**config.mk**
```make
export PLATFORM = sky130hd
export DESIGN_NAME = mrd_core
export DESIGN_NICKNAME = d
export VERILOG_FILES = /design/src/mrd_pkg.sv /design/src/mrd_core.sv
export SDC_FILE = /design/constraint.sdc
export NUM_CORES = 1
export LEC_CHECK = 0
export ABC_AREA = 1
export BUFFER_PORTS_ARGS = -buffer_cell sky130_fd_sc_hd__buf_2
export CORE_MARGIN = 3
export CORE_UTILIZATION = 40
export CTS_CLUSTER_SIZE = 8
export DETAILED_ROUTE_END_ITERATION = 10
export GPL_TIMING_DRIVEN = 0
export PLACE_DENSITY = 0.64
export SKIP_LAST_GASP = 1
export SLEW_MARGIN = 20
export SYNTH_ARGS = -nofsm -noshare
export SYNTH_HDL_FRONTEND = slang
export SYNTH_SLANG_ARGS = --single-unit
```
**constraint.sdc**
```tcl
create_clock -name mclk -period 2.3 [get_ports mclk]
set_input_delay 0.46 -clock mclk [delete_from_list [all_inputs] [get_ports mclk]]
set_output_delay 0.46 -clock mclk [all_outputs]
set_load 0.02 [all_outputs]
```
**src/mrd_pkg.sv**
```systemverilog
// constants for the move and return instruction decoder
// assumes 14-bit instruction words and an 8-bit data path
package mrd_pkg;
   localparam int IW = 14;
   localparam int DW = 8;
   localparam int PW = 11;
   localparam logic [5:0] OPH_FILE_TO_ACC   = 6'h08;
   localparam logic [5:0] OPH_LIT_TO_ACC    = 6'h19;
   localparam logic [5:0] OPH_RET_LIT       = 6'h18;
   localparam logic [5:0] OPH_ACC_TO_EXT    = 6'h1E;
   localparam logic [5:0] OPH_EXT_TO_ACC    = 6'h1F;
   localparam logic [13:0] OP_IDLE_WORD     = 14'h0000;
   localparam logic [13:0] OP_INT_RET_WORD  = 14'h0060;
   localparam logic [7:0] EXT_READ_LOW      = 8'h20;
   localparam logic [7:0] ACC_RESET         = 8'h00;
   localparam logic [10:0] PC_RESET         = 11'h000;
   localparam int RET_CYCLES                = 2;
   localparam int STACK_DEPTH               = 8;
   localparam int SP_W                      = 3;
endpackage

```
**src/mrd_core.sv**
```systemverilog
// move and return instruction decoder with accumulator, pc and return stack
// assumes instructions are presented one per cycle with instr_valid, and that
// file/extended register data arrive combinationally on rd_data
`timescale 1ns/1ps
`default_nettype none

module mrd_core #(
   parameter int PW    = mrd_pkg::PW,
   parameter int DEPTH = mrd_pkg::STACK_DEPTH
) (
   // clock and reset
   input  wire logic                   mclk,
   input  wire logic                   rst,
   // instruction fetch
   input  wire logic [mrd_pkg::IW-1:0] instr,
   input  wire logic                   instr_valid,
   output logic                        instr_ready,
   output logic [PW-1:0]               pc,
   // register file access
   output logic [7:0]                  reg_addr,
   output logic                        reg_ext,
   output logic                        reg_rd,
   output logic                        reg_wr,
   output logic [mrd_pkg::DW-1:0]      reg_wdata,
   input  wire logic [mrd_pkg::DW-1:0] rd_data,
   // call side of the return stack, interrupt enable, accumulator and range error
   input  wire logic                   push,
   input  wire logic [PW-1:0]          push_addr,
   input  wire logic                   ien_clear,
   output logic                        global_interrupt_enable,
   output logic [mrd_pkg::DW-1:0]      acc,
   output logic                        ext_range_err
);
   typedef enum logic [0:0] {MRD_EXEC, MRD_FLUSH} mrd_state_t;

   // instruction sequencing
   mrd_state_t               state_q;
   mrd_state_t               state_d;
   logic                     ready_q;
   logic [PW-1:0]            pc_q;
   logic [PW-1:0]            pc_d;
   // accumulator and interrupt enable
   logic [mrd_pkg::DW-1:0]   acc_q;
   logic [mrd_pkg::DW-1:0]   acc_d;
   logic                     ien_q;
   logic                     ien_d;
   // return stack
   logic [PW-1:0]            stack_q [DEPTH];
   logic [mrd_pkg::SP_W-1:0] sp_q;
   logic [mrd_pkg::SP_W-1:0] sp_d;
   // register file strobes, one cycle after the instruction
   logic [7:0]               addr_q;
   logic [7:0]               addr_d;
   logic                     ext_q;
   logic                     rd_q;
   logic                     wr_q;
   logic                     err_q;
   logic [mrd_pkg::DW-1:0]   wdata_q;

   // file space is 7 bits wide, zero-extended onto the shared address
   function automatic logic [7:0] file_addr(input logic [mrd_pkg::IW-1:0] w);
      return {1'b0, w[6:0]};
   endfunction

   // extended reads below the floor are refused and acc is kept
   function automatic logic ext_below_floor(input logic [7:0] a);
      return a < mrd_pkg::EXT_READ_LOW;
   endfunction

   wire logic       take = instr_valid && (state_q == MRD_EXEC);
   wire logic [5:0] oph  = instr[13:8];
   wire logic [7:0] lit  = instr[7:0];
   wire logic       is_f2a  = take && oph == mrd_pkg::OPH_FILE_TO_ACC && !instr[7];
   wire logic       is_l2a  = take && oph == mrd_pkg::OPH_LIT_TO_ACC;
   wire logic       is_a2f  = take && oph == 6'h00 && instr[7];
   wire logic       is_a2e  = take && oph == mrd_pkg::OPH_ACC_TO_EXT;
   wire logic       is_e2a  = take && oph == mrd_pkg::OPH_EXT_TO_ACC;
   wire logic       is_iret = take && instr == mrd_pkg::OP_INT_RET_WORD;
   wire logic       is_retl = take && oph == mrd_pkg::OPH_RET_LIT;
   wire logic       is_ret  = is_iret || is_retl;
   wire logic [mrd_pkg::SP_W-1:0] sp_top = sp_q - 1'b1;
   wire logic [PW-1:0] stack_top_entry = stack_q[sp_top];

   always_comb begin
      state_d = MRD_EXEC;
      pc_d    = pc_q;
      acc_d   = acc_q;
      ien_d   = ien_q;
      sp_d    = sp_q;
      addr_d  = 8'h00;
      if (take) begin
         pc_d = pc_q + 1'b1;
      end
      if (is_f2a) begin
         acc_d = rd_data;
      end
      if (is_l2a || is_retl) begin
         acc_d = lit;
      end
      if (is_e2a && !ext_below_floor(lit)) begin
         acc_d = rd_data;
      end
      if (is_ret) begin
         pc_d    = stack_top_entry;
         sp_d    = sp_top;
         state_d = MRD_FLUSH;
      end
      if (is_iret) begin
         ien_d = 1'b1;
      end else if (ien_clear) begin
         ien_d = 1'b0;
      end
      if (push && !is_ret) begin
         sp_d = sp_q + 1'b1;
      end
      if (is_f2a || is_a2f) begin
         addr_d = file_addr(instr);
      end else if (is_a2e || is_e2a) begin
         addr_d = lit;
      end
   end

   always_ff @(posedge mclk) begin
      if (rst) begin
         state_q <= MRD_EXEC;
         ready_q <= 1'b1;
         pc_q    <= mrd_pkg::PC_RESET;
         acc_q   <= mrd_pkg::ACC_RESET;
         ien_q   <= 1'b0;
         sp_q    <= '0;
      end else begin
         state_q <= state_d;
         ready_q <= state_d == MRD_EXEC;
         pc_q    <= pc_d;
         acc_q   <= acc_d;
         ien_q   <= ien_d;
         sp_q    <= sp_d;
      end
   end

   // stack contents need no reset; underflow simply wraps around
   always_ff @(posedge mclk) begin
      if (push && !is_ret) begin
         stack_q[sp_q] <= push_addr;
      end
   end

   always_ff @(posedge mclk) begin
      if (rst) begin
         addr_q  <= 8'h00;
         ext_q   <= 1'b0;
         rd_q    <= 1'b0;
         wr_q    <= 1'b0;
         wdata_q <= '0;
         err_q   <= 1'b0;
      end else begin
         addr_q  <= addr_d;
         ext_q   <= is_a2e || is_e2a;
         rd_q    <= is_f2a || is_e2a;
         wr_q    <= is_a2f || is_a2e;
         wdata_q <= acc_q;
         err_q   <= is_e2a && ext_below_floor(lit);
      end
   end

   // every output is a flop; read data must still arrive in the word's own cycle
   assign instr_ready             = ready_q;
   assign pc                      = pc_q;
   assign acc                     = acc_q;
   assign global_interrupt_enable = ien_q;
   assign reg_addr                = addr_q;
   assign reg_ext                 = ext_q;
   assign reg_rd                  = rd_q;
   assign reg_wr                  = wr_q;
   assign reg_wdata               = wdata_q;
   assign ext_range_err           = err_q;

   // all checks are muted while rst is high
   AST_L2A: assert property (@(posedge mclk) disable iff (rst)
      is_l2a |=>
      acc_q == $past(lit))
      else $error("literal not loaded");

   AST_F2A: assert property (@(posedge mclk) disable iff (rst)
      is_f2a |=>
      acc_q == $past(rd_data))
      else $error("file read lost");

   AST_A2F: assert property (@(posedge mclk) disable iff (rst)
      is_a2f |=>
      reg_wr && !reg_ext && reg_addr == file_addr($past(instr)))
      else $error("file write wrong");

   AST_A2E: assert property (@(posedge mclk) disable iff (rst)
      is_a2e |=>
      reg_wr && reg_ext && reg_wdata == $past(acc_q))
      else $error("ext write wrong");

   AST_E2A: assert property (@(posedge mclk) disable iff (rst)
      is_e2a && ext_below_floor(lit) |=>
      acc_q == $past(acc_q) && ext_range_err)
      else $error("bad ext read taken");

   AST_RET2: assert property (@(posedge mclk) disable iff (rst)
      is_ret |=>
      !instr_ready ##1 instr_ready)
      else $error("return not two cycles");

   AST_GIE: assert property (@(posedge mclk) disable iff (rst)
      is_iret |=>
      global_interrupt_enable)
      else $error("interrupt enable not set");

   AST_POP: assert property (@(posedge mclk) disable iff (rst)
      is_ret && !push |=>
      sp_q == $past(sp_q) - 3'h1)
      else $error("no pop");

   AST_RPC: assert property (@(posedge mclk) disable iff (rst)
      is_retl |=>
      pc_q == $past(stack_top_entry))
      else $error("pc not restored");

   AST_IDLE: assert property (@(posedge mclk) disable iff (rst)
      take && instr == mrd_pkg::OP_IDLE_WORD |=>
      pc_q == $past(pc_q) + 1'b1 && acc_q == $past(acc_q) && !reg_wr)
      else $error("idle changed state");

   AST_IRET_PC: assert property (@(posedge mclk) disable iff (rst)
      is_iret |=>
      pc_q == $past(stack_top_entry))
      else $error("interrupt return pc wrong");

   AST_RETL_ACC: assert property (@(posedge mclk) disable iff (rst)
      is_retl |=>
      acc_q == $past(lit))
      else $error("return literal not loaded");

   AST_READY_GAP: assert property (@(posedge mclk) disable iff (rst)
      !instr_ready |=>
      instr_ready)
      else $error("dead cycle too long");

   AST_FLUSH_HOLD: assert property (@(posedge mclk) disable iff (rst)
      state_q == MRD_FLUSH |=>
      acc_q == $past(acc_q) && pc_q == $past(pc_q) && !reg_wr && !reg_rd)
      else $error("word taken in dead cycle");

   AST_F2A_RD: assert property (@(posedge mclk) disable iff (rst)
      is_f2a |=>
      reg_rd && !reg_ext && !reg_wr && reg_addr == file_addr($past(instr)))
      else $error("file read strobe wrong");

   AST_E2A_OK: assert property (@(posedge mclk) disable iff (rst)
      is_e2a && !ext_below_floor(lit) |=>
      acc_q == $past(rd_data) && reg_rd && reg_ext && !ext_range_err)
      else $error("ext read lost");

   AST_A2E_ADDR: assert property (@(posedge mclk) disable iff (rst)
      is_a2e |=>
      reg_addr == $past(lit) && !reg_rd)
      else $error("ext write address wrong");

   AST_A2F_DATA: assert property (@(posedge mclk) disable iff (rst)
      is_a2f |=>
      reg_wdata == $past(acc_q) && !reg_rd)
      else $error("file write data wrong");

   AST_STROBE_EXCL: assert property (@(posedge mclk) disable iff (rst)
      !(reg_rd && reg_wr))
      else $error("read and write strobes together");

   AST_PC_STEP: assert property (@(posedge mclk) disable iff (rst)
      take && !is_ret |=>
      pc_q == $past(pc_q) + 1'b1)
      else $error("pc did not advance");

   AST_ERR_ONLY: assert property (@(posedge mclk) disable iff (rst)
      !is_e2a |=>
      !ext_range_err)
      else $error("range error without ext read");

   AST_IEN_CLEAR: assert property (@(posedge mclk) disable iff (rst)
      ien_clear && !is_iret |=>
      !global_interrupt_enable)
      else $error("interrupt enable not cleared");

   AST_PUSH_DROP: assert property (@(posedge mclk) disable iff (rst)
      is_ret && push |=>
      sp_q == $past(sp_q) - 3'h1)
      else $error("push beat the return");

   AST_L2A_QUIET: assert property (@(posedge mclk) disable iff (rst)
      is_l2a |=>
      !reg_wr && !reg_rd && !ext_range_err)
      else $error("literal move touched registers");

   AST_IDLE_HOLD: assert property (@(posedge mclk) disable iff (rst)
      take && instr == mrd_pkg::OP_IDLE_WORD && !push && !ien_clear |=>
      sp_q == $past(sp_q) && global_interrupt_enable == $past(global_interrupt_enable))
      else $error("idle touched stack or enable");
endmodule
`default_nettype wire

```
# Yosys cells after proc, flatten, opt, wreduce, memory -nomap -nowiden
# Memory sizes are Yosys's and may differ from the RTL's.
# Index checks and enable logic that the tools add are counted.
dict set report totals {
  input_bits 38
  elab_cells 69
  memories 1
  out_inout_bits 41
  ramBits 88
  register_bits 45
}
dict set report op_classes {
  mux 14
  eq_ne 6
  order_cmp 1
  add_sub_neg 3
  n_reduce_logical 28
  bitwise 3
}
# name depth width rd rd_clocked_by_memory_dff write_ports line_no
set memory_table {}
lappend memory_table {stack_q 8 11 1 0 1 mrd_core.sv:48} ;# logic [PW-1:0] stack_q [DEPTH];
# op n
set op_table {}
lappend op_table {{6-bit by 5-bit equality test with 1-bit output, second input constant} 4}
lappend op_table {{8-bit two-way mux} 3}
lappend op_table {{11-bit two-way mux} 2}
lappend op_table {{14-bit by 7-bit equality test with 1-bit output, second input constant} 1}
lappend op_table {{7-bit two-way mux} 2}
lappend op_table {{1-bit logical AND} 13}
lappend op_table {{11-bit by 1-bit adder with 11-bit output, second input constant} 1}
lappend op_table {{8-bit by 6-bit less-than comparator with 1-bit output, second input constant} 1}
lappend op_table {{6-bit by 4-bit equality test with 1-bit output, second input constant} 1}
lappend op_table {{6-bit zero test} 1}
lappend op_table {{1-bit logical OR} 6}
lappend op_table {{3-bit two-way mux} 2}
lappend op_table {{2-bit nonzero test} 3}
lappend op_table {{1-bit two-way mux} 5}
lappend op_table {{3-bit by 1-bit adder with 3-bit output, second input constant} 1}
lappend op_table {{1-bit zero test} 3}
lappend op_table {{1-bit inverter} 3}
lappend op_table {{3-bit nonzero test} 1}
lappend op_table {{3-bit OR reduction} 1}
lappend op_table {{3-bit by 1-bit subtractor with 3-bit output, second input constant} 1}

# Logic depth before layout (Yosys ltp)
# Gate-level depths: netlist of the first run.
dict set report depth {
  word_depth 8
  depth_mapped 15
  mapped_depth_nobuf 12
}

# Worst setup path after synthesis of the first run
# OpenSTA, ideal clock, no wires.
dict set report synth_timing {
  path_kind {register to register}
  start {register sp_q[0] (netlist name)}
  end {register pc_q[10], in the netlist pc[10]}
  setup_ps 109
  arrival_ps 1919
  path_stages_with_launch 14
  path_slack_ps 272
  required_time_ps 2191
  period_less_slack_ps 2028
  path_buffers 3
  cell_sequence {dfxtp_1 -> inv_1 -> buf_2 -> clkbuf_1 -> ha_1 -> inv_1 -> clkbuf_1 -> nor2_1 -> o21ai_0 -> nand3_1 -> nand3_1 -> nand3_1 -> nand2_1 -> inv_1}
}
dict set report synth_via {
  elab_chain_cells 3
}
# item line_no
set synth_rtl {}
lappend synth_rtl {{from (decl)} mrd_core.sv:49} ;# logic [mrd_pkg::SP_W-1:0] sp_q;
lappend synth_rtl {{from (signal assigned)} mrd_core.sv:137} ;# sp_q <= sp_d;
lappend synth_rtl {{3-bit by 1-bit subtractor with 3-bit output} mrd_core.sv:81} ;# wire logic [mrd_pkg::SP_W-1:0] sp_top = sp_q - 1'b1;
lappend synth_rtl {{memory 8 x 11 bit} --}
lappend synth_rtl {{11-bit two-way mux} mrd_core.sv:103} ;# if (is_ret) begin
lappend synth_rtl {{to (signal assigned)} mrd_core.sv:127} ;# pc_q <= mrd_pkg::PC_RESET;
lappend synth_rtl {{to (signal assigned)} mrd_core.sv:134} ;# pc_q <= pc_d;
lappend synth_rtl {{to (decl)} mrd_core.sv:40} ;# logic [PW-1:0] pc_q;
# No other way between the ends.
# A chain may end at the register's enable or synchronous reset.

# Final worst setup path of the first run
dict set report layout_timing {
  start {register state_q}
  end {memory stack_q[1][0] (enable)}
}
dict set report layout_via {
  elab_chain_cells 8
  word_cells_on_any_way 9
  cone_classes {2 x mux; 1 x bitwise; 6 x reduce/logical}
}
# item line_no
set layout_rtl {}
lappend layout_rtl {{from (decl)} mrd_core.sv:37} ;# mrd_state_t state_q;
lappend layout_rtl {{from (signal assigned)} mrd_core.sv:132} ;# state_q <= state_d;
lappend layout_rtl {{1-bit inverter *} mrd_core.sv:70} ;# wire logic take = instr_valid && (state_q == MRD_EXEC);
lappend layout_rtl {{1-bit logical AND *} mrd_core.sv:70}
lappend layout_rtl {{1-bit logical AND, on equally long branches} {mrd_core.sv:78, mrd_core.sv:79}}
lappend layout_rtl {{1-bit logical OR *} mrd_core.sv:80} ;# wire logic is_ret = is_iret || is_retl;
lappend layout_rtl {{1-bit zero test *} mrd_core.sv:143} ;# if (push && !is_ret) begin
lappend layout_rtl {{1-bit logical AND *} mrd_core.sv:143}
lappend layout_rtl {{1-bit two-way mux *} mrd_core.sv:143}
lappend layout_rtl {{1-bit two-way mux (not written as such) *} mrd_core.sv:144} ;# stack_q[sp_q] <= push_addr;
lappend layout_rtl {{to (decl)} mrd_core.sv:48}
# Mark *: on every way between the ends. The rest lies on a longest branch, timed or not.

==> impl_metrics.tcl, run 1 <==
set metrics [dict create \
    gp_congestion 0.8322 \
    setup_viol 0 \
    htree_levels 4 \
    required_ns 2.34 \
    antennaDiodeCount 0 \
    dp.cells 864 \
    grt_max_degree 17 \
    critPathSlowestCell "nor2_2" \
    critPathKind "reg2reg" \
    cts_num_sinks 133 \
    status "complete, no violations" \
    crit_fanout 11 \
    worst_slew_pin_slew_ns 0.8260 \
    grt_use_met2_pct 28.75 \
    avgSynthCellArea_um2 9.247 \
    grt_overflow_total 0 \
    ant_nets 0 \
    grt_pass1_wl_mm 21.74 \
    area_growth_pct 23.20 \
    dieArea_um2 15560 \
    dp_hpwl_mm 9.086 \
    rows 42 \
    fmax_mhz 437.6 \
    holdCritStartpoint "ien_clear" \
    first_global_vias 4179 \
    worstPathArrival_ns 2.33 \
    hp-class "in2reg" \
    synth_nets 651 \
    combPwrFrac_pct 9.1 \
    fin_worst_skew_ns 0.01103 \
    ys_ff_latch 133 \
    rr_startpoint "state_q$_SDFF_PP0_" \
    portBuffers 78 \
    period_needed_ns 2.285 \
    grt_use_met3_pct 5.103 \
    critPathLaunch "state_q$_SDFF_PP0_" \
    clkPwrFrac_pct 46.4 \
    viasPerCell 4.967 \
    clock_latency_ns 0.42 \
    start_util_pct 41.76 \
    dr.pass1.iters 4 \
    core_area_um2 13510 \
    die_x_um 124.7 \
    total_power_mw 5.890 \
    fin_setup_tns_ns 0 \
    grt_busiest_layer "met2" \
    seq_power_share_pct 44.5 \
    rsz0062_at_grt "true" \
    drive_gt1_share_pct 20.00 \
    routed_wl_mm 13.71 \
    numCtsBuffers 17 \
    p_int_mw 4.506 \
    drc 0 \
    clockBufferDepth 2 \
    sw_frac_of_total_pct 23.49 \
    first_iter_violations 351 \
    use_met1_pct 22.94 \
    post-route-util_pct 51.45 \
    synth_warnings 0 \
    clk_pin_slew_ns 0.06 \
    crit_path_end_kind "register" \
    syn_area_um2 5640 \
    track_usage_pct 17.91 \
    start_kind "register" \
    switching_power_mw 1.384 \
    post-route-period-util_pct 99.36 \
    fp.dieH_um 124.7 \
    vias 4450 \
    hold_viol 0 \
    io_pins 79 \
    root_buffer "clkbuf_16" \
    synth_cell_types 26 \
    crit_chain "nor2_4 > nand2_2 > nor2_4 > nand2_4 > nand2_4 > nor2_1 > nand2_1 > nor2_2" \
    ir_worst_vdd_uv 743.6 \
    critical_path.max_stage_delay_ns 0.67 \
    wire_per_inst_um 15.30 \
    maxSlewViolCount 0 \
    p_leak_nw 2.953 \
    layout.nets 748 \
    grt_antenna_before_repair 0 \
    layoutNonFillerInstCount 896 \
    pwr_density_cell_nw_per_um2 847.5 \
    hold_buffers 0 \
    syn_inst 610 \
    cap_viol_max_count 0 \
    tritoncts "done" \
    seq_area_frac_synth_pct 62.82 \
    relSlewSlack_pct 44.87 \
]
-- logic make-up (layout without fill, tap and decap cells) --
logic type                 after synthesis  after routing  share of synthesized area (%)
xor gates and xnor gates                 6              6                         0.9317
adders and majority gates                3              3                         0.6656
AOI/OAI and AO/OA                       62             62                          5.546
DFF                                    133            133                          62.82
buffers and inverters                   74            184                          5.302
and+or+nand+nor                        332            332                          24.73
-- final cells by class --
| cell class | instances | area (um2) |
|---|---|---|
| fillers | 1192 | 6556 |
| flip-flops and latches | 133 | 3543 |
| multi-input cells | 403 | 1851 |
| clock buffers | 23 | 531.8 |
| repair buffers | 78 | 390.4 |
| well taps | 176 | 220.2 |
| inverters | 51 | 191.4 |
| plain buffers | 23 | 137.6 |
| clock inverters | 9 | 83.83 |
-- synth_stat cells --
master	count	share of area (%)
nand4_1	3	0.33
nor3_1	12	1.1
inv_2	2	0.13
buf_1	1	0.066
xnor2_1	2	0.31
a21oi_1	14	1.2
inv_1	49	3.3
buf_6	1	0.20
o21ai_1	1	0.089
nor2_2	1	0.11
o21bai_1	1	0.13
nand3_1	60	5.3
clkbuf_1	10	0.67
nor2_4	2	0.40
nand3b_1	1	0.13
o21ai_0	46	4.1
edfxtp_1	88	47
nand2_4	2	0.40
xor2_1	4	0.62
nand3_2	2	0.35
ha_1	3	0.67
buf_2	11	0.98
nor2_1	90	6.0
nand2_1	158	11
nand2_2	1	0.11
dfxtp_1	45	16
-- worst max-delay path: cells and delay by family (launching register included) --
kind          cells  cell delay [ns]
simple gates      8             1.52
flops             1             0.37
-- worst paths after layout --
kind,to,slack (ns),cells past startpoint
max reg2reg,stack_q[1][0]$_DFFE_PP_,0.01,8
min,global_interrupt_enable$_SDFFE_PP0P_,0.29,4
min reg2reg,reg_wdata[4]$_SDFF_PP0_,0.43,2
max,stack_q[1][0]$_DFFE_PP_,0.01,8
-- stage by stage --
step,hold WS [ns],setup WS [ns],cell area (um2)
final,0.2895,0.01464,6949
after CTS,0.2803,-0.2408,6913
after global routing,0.3029,-0.1758,6949
after detailed placement,0.4281,-0.5617,6264
after global placement,0.4201,-0.5637,6251
after floorplan,0.5093,0.2716,5640
-- what timing repair did --
action / in CTS / in global routing
endpoints found under the setup margin: 66 / 77
hold endpoints to repair: 0 / 0
gates resized for setup: 12 / 12
buffers inserted: 0 / 0
-- power groups by stage --
| stage | clock network, mW | registers [mW] | logic, mW |
|---|---|---|---|
| 2_1_floorplan | 0 | 2.68 | 0.290 |
| 3_3_place_gp | 0 | 2.67 | 0.493 |
| 3_5_place_dp | 0 | 2.67 | 0.503 |
| 4_1_cts | 2.76 | 2.62 | 0.520 |
| 5_1_grt | 2.89 | 2.62 | 0.594 |
| 6_report | 2.73 | 2.62 | 0.534 |
-- metal layers --
layer	wire (um)	share of wire (%)	vias to the layer above
met1	6083	44	2063
li1	-	-	2214
met4	227	1.7	0
met5	0	0	-
met2	6384	47	155
met3	1012	7.4	18
-- state kept, by name, summed over array words and instances (netlist names) --
name / count
sp_q: 3
ext_range_err: 1
stack_q: 88
instr_ready: 1
reg_wr: 1
pc: 11
state_q: 1
global_interrupt_enable: 1
reg_rd: 1
reg_wdata: 8
acc: 8
reg_addr: 8
reg_ext: 1
-- placed cells by master, fill, tap and decap left out, drive strengths merged --
cell      instances
clkbuf           35
inv              54
nand4             3
edfxtp           88
clkinv            4
dfxtp            45
o21ai            47
ha                3
clkinvlp          1
xnor2             2
xor2              4
nor3             12
nand2           161
nand3            62
buf              89
nor2             93
nand3b            1
bufinv            1
o21bai            1
a21oi            14
No activity file was read; power rests on OpenSTA's default activity.
==> run 2: changes to the inputs <==
- CELL_PAD_IN_SITES_DETAIL_PLACEMENT: default -> 1
- CELL_PAD_IN_SITES_GLOBAL_PLACEMENT: default -> 1
- PLACE_DENSITY: 0.64 -> 0.79
==> impl_metrics.tcl, run 2 (synthesized netlist as in run 1, its figures left out) <==
set metrics [dict create \
    fin_worst_skew_ns 0.008474 \
    portBuffers 78 \
    crit_path_end_kind "register" \
    dp.cells 864 \
    nFillCells 1585 \
    gp_congestion 0.8045 \
    multi_input_area_um2 1838 \
    setup_viol 77 \
    post-route-util_pct 51.21 \
    hold_viol 0 \
    io_pins 79 \
    endpoint "stack_q[4][1]$_DFFE_PP_" \
    drc 0 \
    clk_pin_slew_ns 0.06 \
    status "complete, but fails checks" \
    rows 42 \
    required_ns 2.35 \
    p_leak_nw 2.941 \
    maxSlewViolCount 0 \
    violations "negative setup slack" \
    ant_nets 0 \
    cts_num_sinks 133 \
    layout.nets 748 \
    critPathKind "reg2reg" \
    grt_overflow_total 0 \
    mostFrequentLayoutCell "nand2_1" \
    r2r-end "stack_q[4][1]$_DFFE_PP_" \
    hold_buffers 0 \
    dp_hpwl_mm 10.93 \
    post-route-period-util_pct 103.9 \
    drive_gt1_share_pct 20.56 \
    track_usage_pct 21.66 \
    antennaDiodeCount 0 \
    rsz0062_at_grt "true" \
    core_area_um2 13510 \
    wire_per_inst_um 18.37 \
    die_x_um 124.7 \
    r2r_slack_ns -0.09 \
    area_growth_pct 22.63 \
    critPathLaunch "state_q$_SDFF_PP0_" \
    dieArea_um2 15560 \
    grt_pass1_wl_mm 26.22 \
    holdCritStartpoint "ien_clear" \
    period_needed_ns 2.389 \
    routed_wl_mm 16.46 \
    clockBufferDepth 2 \
    first_iter_violations 293 \
    most-common-layout-cells "nand2_1, edfxtp_1, buf_2" \
    numCtsBuffers 17 \
    htree_levels 4 \
    vias 4621 \
    relSlewSlack_pct 47.16 \
    tritoncts "done" \
    regArea_um2 3545 \
    clock_latency_ns 0.43 \
    ctsResizeCount 13 \
    worstPathArrival_ns 2.44 \
    grt_max_degree 17 \
    cap_viol_max_count 0 \
    rr_startpoint "state_q$_SDFF_PP0_" \
    dr.pass1.iters 4 \
    crit_fanout 11 \
    largest_reg_flops 88 \
    ir_worst_vdd_uv 575.3 \
    layoutNonFillerInstCount 896 \
    pwr_density_cell_nw_per_um2 849.3 \
    fp.dieH_um 124.7 \
    top_register "stack_q" \
    ff2ff_path_depth 8 \
    grt_antenna_before_repair 0 \
    viasPerCell 5.157 \
    fmax_mhz 418.6 \
    post_cts_buffers 0 \
    worst_slew_pin_slew_ns 0.7917 \
    start_util_pct 41.76 \
    root_buffer "clkbuf_16" \
    hp-class "in2reg" \
    first_global_vias 4841 \
    start_kind "register" \
    worst_slack_ns -0.08885 \
]
-- run 2: cell types whose count changed in the layout (fill, tap and decap cells not counted), sizes merged --
cell	before	now
buf	89	91
bufinv	1	3
clkbuf	35	28
clkinv	4	9
clkinvlp	1	2
inv	54	51
-- run 2: stage by stage --
stage                     TNS (ns)  setup slack [ns]  hold slack [ns]  total power, mW  instance area, um2
after floorplan                  0            0.2716           0.5093            2.974                5640
after global placement      -47.44           -0.5456           0.4179            3.166                6251
after detailed placement    -28.30           -0.5990           0.4299            3.194                6271
after CTS                   -8.964           -0.1299           0.2767            5.906                6898
after global routing        -16.17           -0.2437           0.3057            6.095                6917
final                       -5.011          -0.08885           0.2916            5.874                6917
-- run 2: worst min-delay path by stage --
stage | end | slack (ns) | depth (start not counted)
after global placement | reg_wdata[4]$_SDFF_PP0_ | 0.42 | 2
after detailed placement | reg_wdata[4]$_SDFF_PP0_ | 0.43 | 2
after global routing | reg_addr[2]$_SDFF_PP0_ | 0.31 | 3
after CTS | stack_q[2][4]$_DFFE_PP_ | 0.28 | 1
after floorplan | reg_wdata[0]$_SDFF_PP0_ | 0.51 | 2
final | global_interrupt_enable$_SDFFE_PP0P_ | 0.29 | 4
-- run 2: per-layer routing --
metal | track usage (%) | wire [um] | vias to the layer above
met5 | 0 | 0 | -
met4 | 8.704 | 279 | 0
met3 | 5.103 | 929 | 21
met2 | 36.93 | 8398 | 125
met1 | 26.44 | 6856 | 2267
li1 | - | - | 2208
-- run 2: layout make-up --
| class | count | share of cell area, % |
|---|---|---|
| multi-input cells | 403 | 26.57 |
| well taps | 176 | 3.184 |
| inverters | 51 | 2.768 |
| plain buffers | 23 | 2.044 |
| repair buffers | 78 | 5.644 |
| clock inverters | 14 | 2.334 |
| flip-flops and latches | 133 | 51.25 |
| clock buffers | 18 | 6.205 |
-- run 2: worst max-delay path: stages, from the launching register on --
cell,delay [ns]
dfxtp_1,0.39
nor2_4,0.10
nand2_2,0.09
nor2_4,0.05
nand2_4,0.15
nand2_4,0.11
nor2_1,0.22
nand2_1,0.22
nor2_2,0.66
-- run 2: report_power, final --
| part | internal, mW | switching, mW |
|---|---|---|
| sequential | 2.60 | 0.0268 |
| combinational | 0.172 | 0.378 |
| clock | 1.69 | 1.01 |
==> run 3: changes to the inputs <==
- ABC_AREA: 1 -> default
- PLACE_DENSITY: 0.79 -> 0.74
==> impl_metrics.tcl, run 3 <==
set metrics [dict create \
    status "complete, no violations" \
    synth_top_area_share_pct 48.36 \
    synthTopCellsByCount "edfxtp_1, dfxtp_1, mux4_2, nand2_1, nor2_1" \
    routed_wl_mm 14.25 \
    drc 0 \
    yosysMostFrequentCell "edfxtp_1" \
    sw_frac_of_total_pct 23.09 \
    largest_reg_flops 88 \
    antennaDiodeCount 0 \
    multi_input_area_um2 1958 \
    setup_viol 0 \
    ant_nets 0 \
    yosys_most_used_dff "edfxtp_1" \
    avgSynthCellArea_um2 14.73 \
    syn_area_um2 5464 \
    required_ns 2.58 \
    critPathKind "reg2reg" \
    dieArea_um2 15100 \
    portBuffers 78 \
    start_util_pct 41.10 \
    gp_congestion 0.7997 \
    mostFrequentLayoutCell "edfxtp_1" \
    clkPwrFrac_pct 45.6 \
    crit_fanout 5 \
    grt_antenna_before_repair 0 \
    cap_viol_max_count 0 \
    relSlewSlack_pct 56.20 \
    period_needed_ns 2.222 \
    fmax_mhz 450.0 \
    ys_ff_latch 133 \
    grt_pass1_wl_mm 21.91 \
    first_iter_violations 192 \
    fin_worst_skew_ns 0.007691 \
    layout.nets 526 \
    htree_levels 4 \
    track_usage_pct 20.10 \
    synth_cell_types 55 \
    cts_num_sinks 133 \
    fin_setup_tns_ns 0 \
    area_growth_pct 29.97 \
    seq_power_share_pct 45.1 \
    rows 42 \
    nFillCells 1325 \
    viasPerCell 5.390 \
    async_reset_ff_share_pct 0 \
    synth_nets 412 \
    synth-edff-count 88 \
    grt_overflow_total 0 \
    worstPathArrival_ns 2.50 \
    crit_path_end_kind "register" \
    use_met1_pct 24.67 \
    combPwrFrac_pct 9.3 \
    dp_hpwl_mm 9.320 \
    regArea_um2 3551 \
    switching_power_mw 1.337 \
    rsz0062_at_grt "false" \
    synth_warnings 0 \
    tritoncts "done" \
    maxSlewViolCount 0 \
    root_buffer "clkbuf_16" \
    first_global_vias 3820 \
    clk_pin_slew_ns 0.06 \
    ys_top_cells_by_area "edfxtp_1, dfxtp_1, mux4_2, mux2i_1, mux2_4" \
    drive_gt1_share_pct 40.16 \
    fp.dieH_um 122.9 \
    hp-class "in2reg" \
    post-route-period-util_pct 96.62 \
    numCtsBuffers 17 \
    die_x_um 122.9 \
    grt_busiest_layer "met2" \
    worst_slew_pin_slew_ns 0.6571 \
    p_int_mw 4.451 \
    grt_max_degree 17 \
    synth_top_area_cell "edfxtp_1" \
    top_register "stack_q" \
    vias 3633 \
    syn_inst 371 \
    ir_worst_vdd_uv 666.3 \
    pwr_density_cell_nw_per_um2 815.0 \
    core_area_um2 13300 \
    clock_latency_ns 0.42 \
    dr.pass1.iters 4 \
    start_kind "register" \
    wire_per_inst_um 21.14 \
    clockBufferDepth 2 \
    total_power_mw 5.788 \
    grt_use_met2_pct 34.23 \
    io_pins 79 \
    hold_viol 0 \
    grt_use_met3_pct 4.055 \
    p_leak_nw 2.615 \
    post-route-util_pct 53.42 \
    seq_area_frac_synth_pct 64.85 \
    most-common-layout-cells "edfxtp_1, buf_2, dfxtp_1" \
]
==> run 3: cell count changes after synthesis, sizes merged, moves of 10 or more <==
cell   change
mux2i     +12
nor2b     +11
o21ai     -44
nor2      -75
inv       -41
and2      +10
or3       +12
nand3     -53
mux4      +22
mux2      +13
nand2    -139
==> run 3: repair_timing <==
action | CTS | global route
hold endpoints to repair | 0 | 0
gates resized for setup | 23 | 6
buffers inserted | 10 | 7
pin swaps | 5 | 6
endpoints found under the setup margin | 89 | 87
hold buffers | 0 | 0
==> run 3: final timing paths <==
kind	startpoint	cells after the start	end	slack, ns
worst max-delay path	sp_q[0]$_SDFFE_PP0P_	8	pc[1]$_SDFFE_PP0P_	0.08
worst min-delay path	instr[0]	2	reg_addr[0]$_SDFF_PP0_	0.29
worst max register to register	sp_q[0]$_SDFFE_PP0P_	8	pc[1]$_SDFFE_PP0P_	0.08
worst min register to register	acc[2]$_SDFFE_PP0P_	1	reg_wdata[2]$_SDFF_PP0_	0.47
==> run 3: routing by layer <==
metal,part of all wire [%],vias to the layer above
li1,-,1655
met1,41,1854
met2,51,106
met3,5.1,18
met4,2.2,0
met5,0,-
==> run 3: cells by family (layout without fill, tap and decap cells) <==
family / count (synthesis) / in the layout / share of synthesized area, %
compound gates: 40 / 40 / 5.061
xor+xnor: 3 / 3 / 0.4810
fa+ha+maj: 3 / 3 / 0.6870
buf+inv: 29 / 156 / 2.565
flops: 133 / 133 / 64.85
mux: 47 / 47 / 14.50
simple gates: 116 / 116 / 11.86
==> run 3: power by group through the flow <==
stage	Clock, mW	Sequential, mW	Combinational, mW
finish	2.64	2.61	0.537
global placement	0	2.66	0.443
floorplan	0	2.67	0.284
CTS	2.70	2.61	0.530
global route	2.80	2.62	0.578
detailed placement	0	2.66	0.465
==> run 3: stage by stage <==
step / hold slack (ns) / area [um2] / std cells / setup slack, ns
floorplan: 0.5469 / 5538 / 371 / -0.05842
global placement: 0.4674 / 6148 / 625 / -1.116
detailed placement: 0.4745 / 6217 / 628 / -1.127
CTS: 0.2691 / 7041 / 670 / -0.05482
global route: 0.2834 / 7102 / 674 / 0.02900
finish: 0.2934 / 7102 / 674 / 0.07778
==> run 3: critical path, cell delays in order (launching register included) <==
cell and delay (ns):
dfxtp_4 0.39, buf_12 0.13, inv_8 0.04, ha_4 0.30
mux4_2 0.31, mux2_4 0.29, or3_4 0.41, o211ai_1 0.12
a21oi_1 0.09
==> run 3: area by class of cell <==
| class | instances | share of cell area, % |
|---|---|---|
| timing repair buffer | 98 | 8.827 |
| multi-input combinational | 209 | 27.57 |
| clock inverter | 13 | 2.097 |
| buffer | 15 | 1.498 |
| inverter | 11 | 0.8104 |
| tap | 176 | 3.101 |
| clock buffer | 19 | 6.096 |
| sequential | 133 | 50.00 |
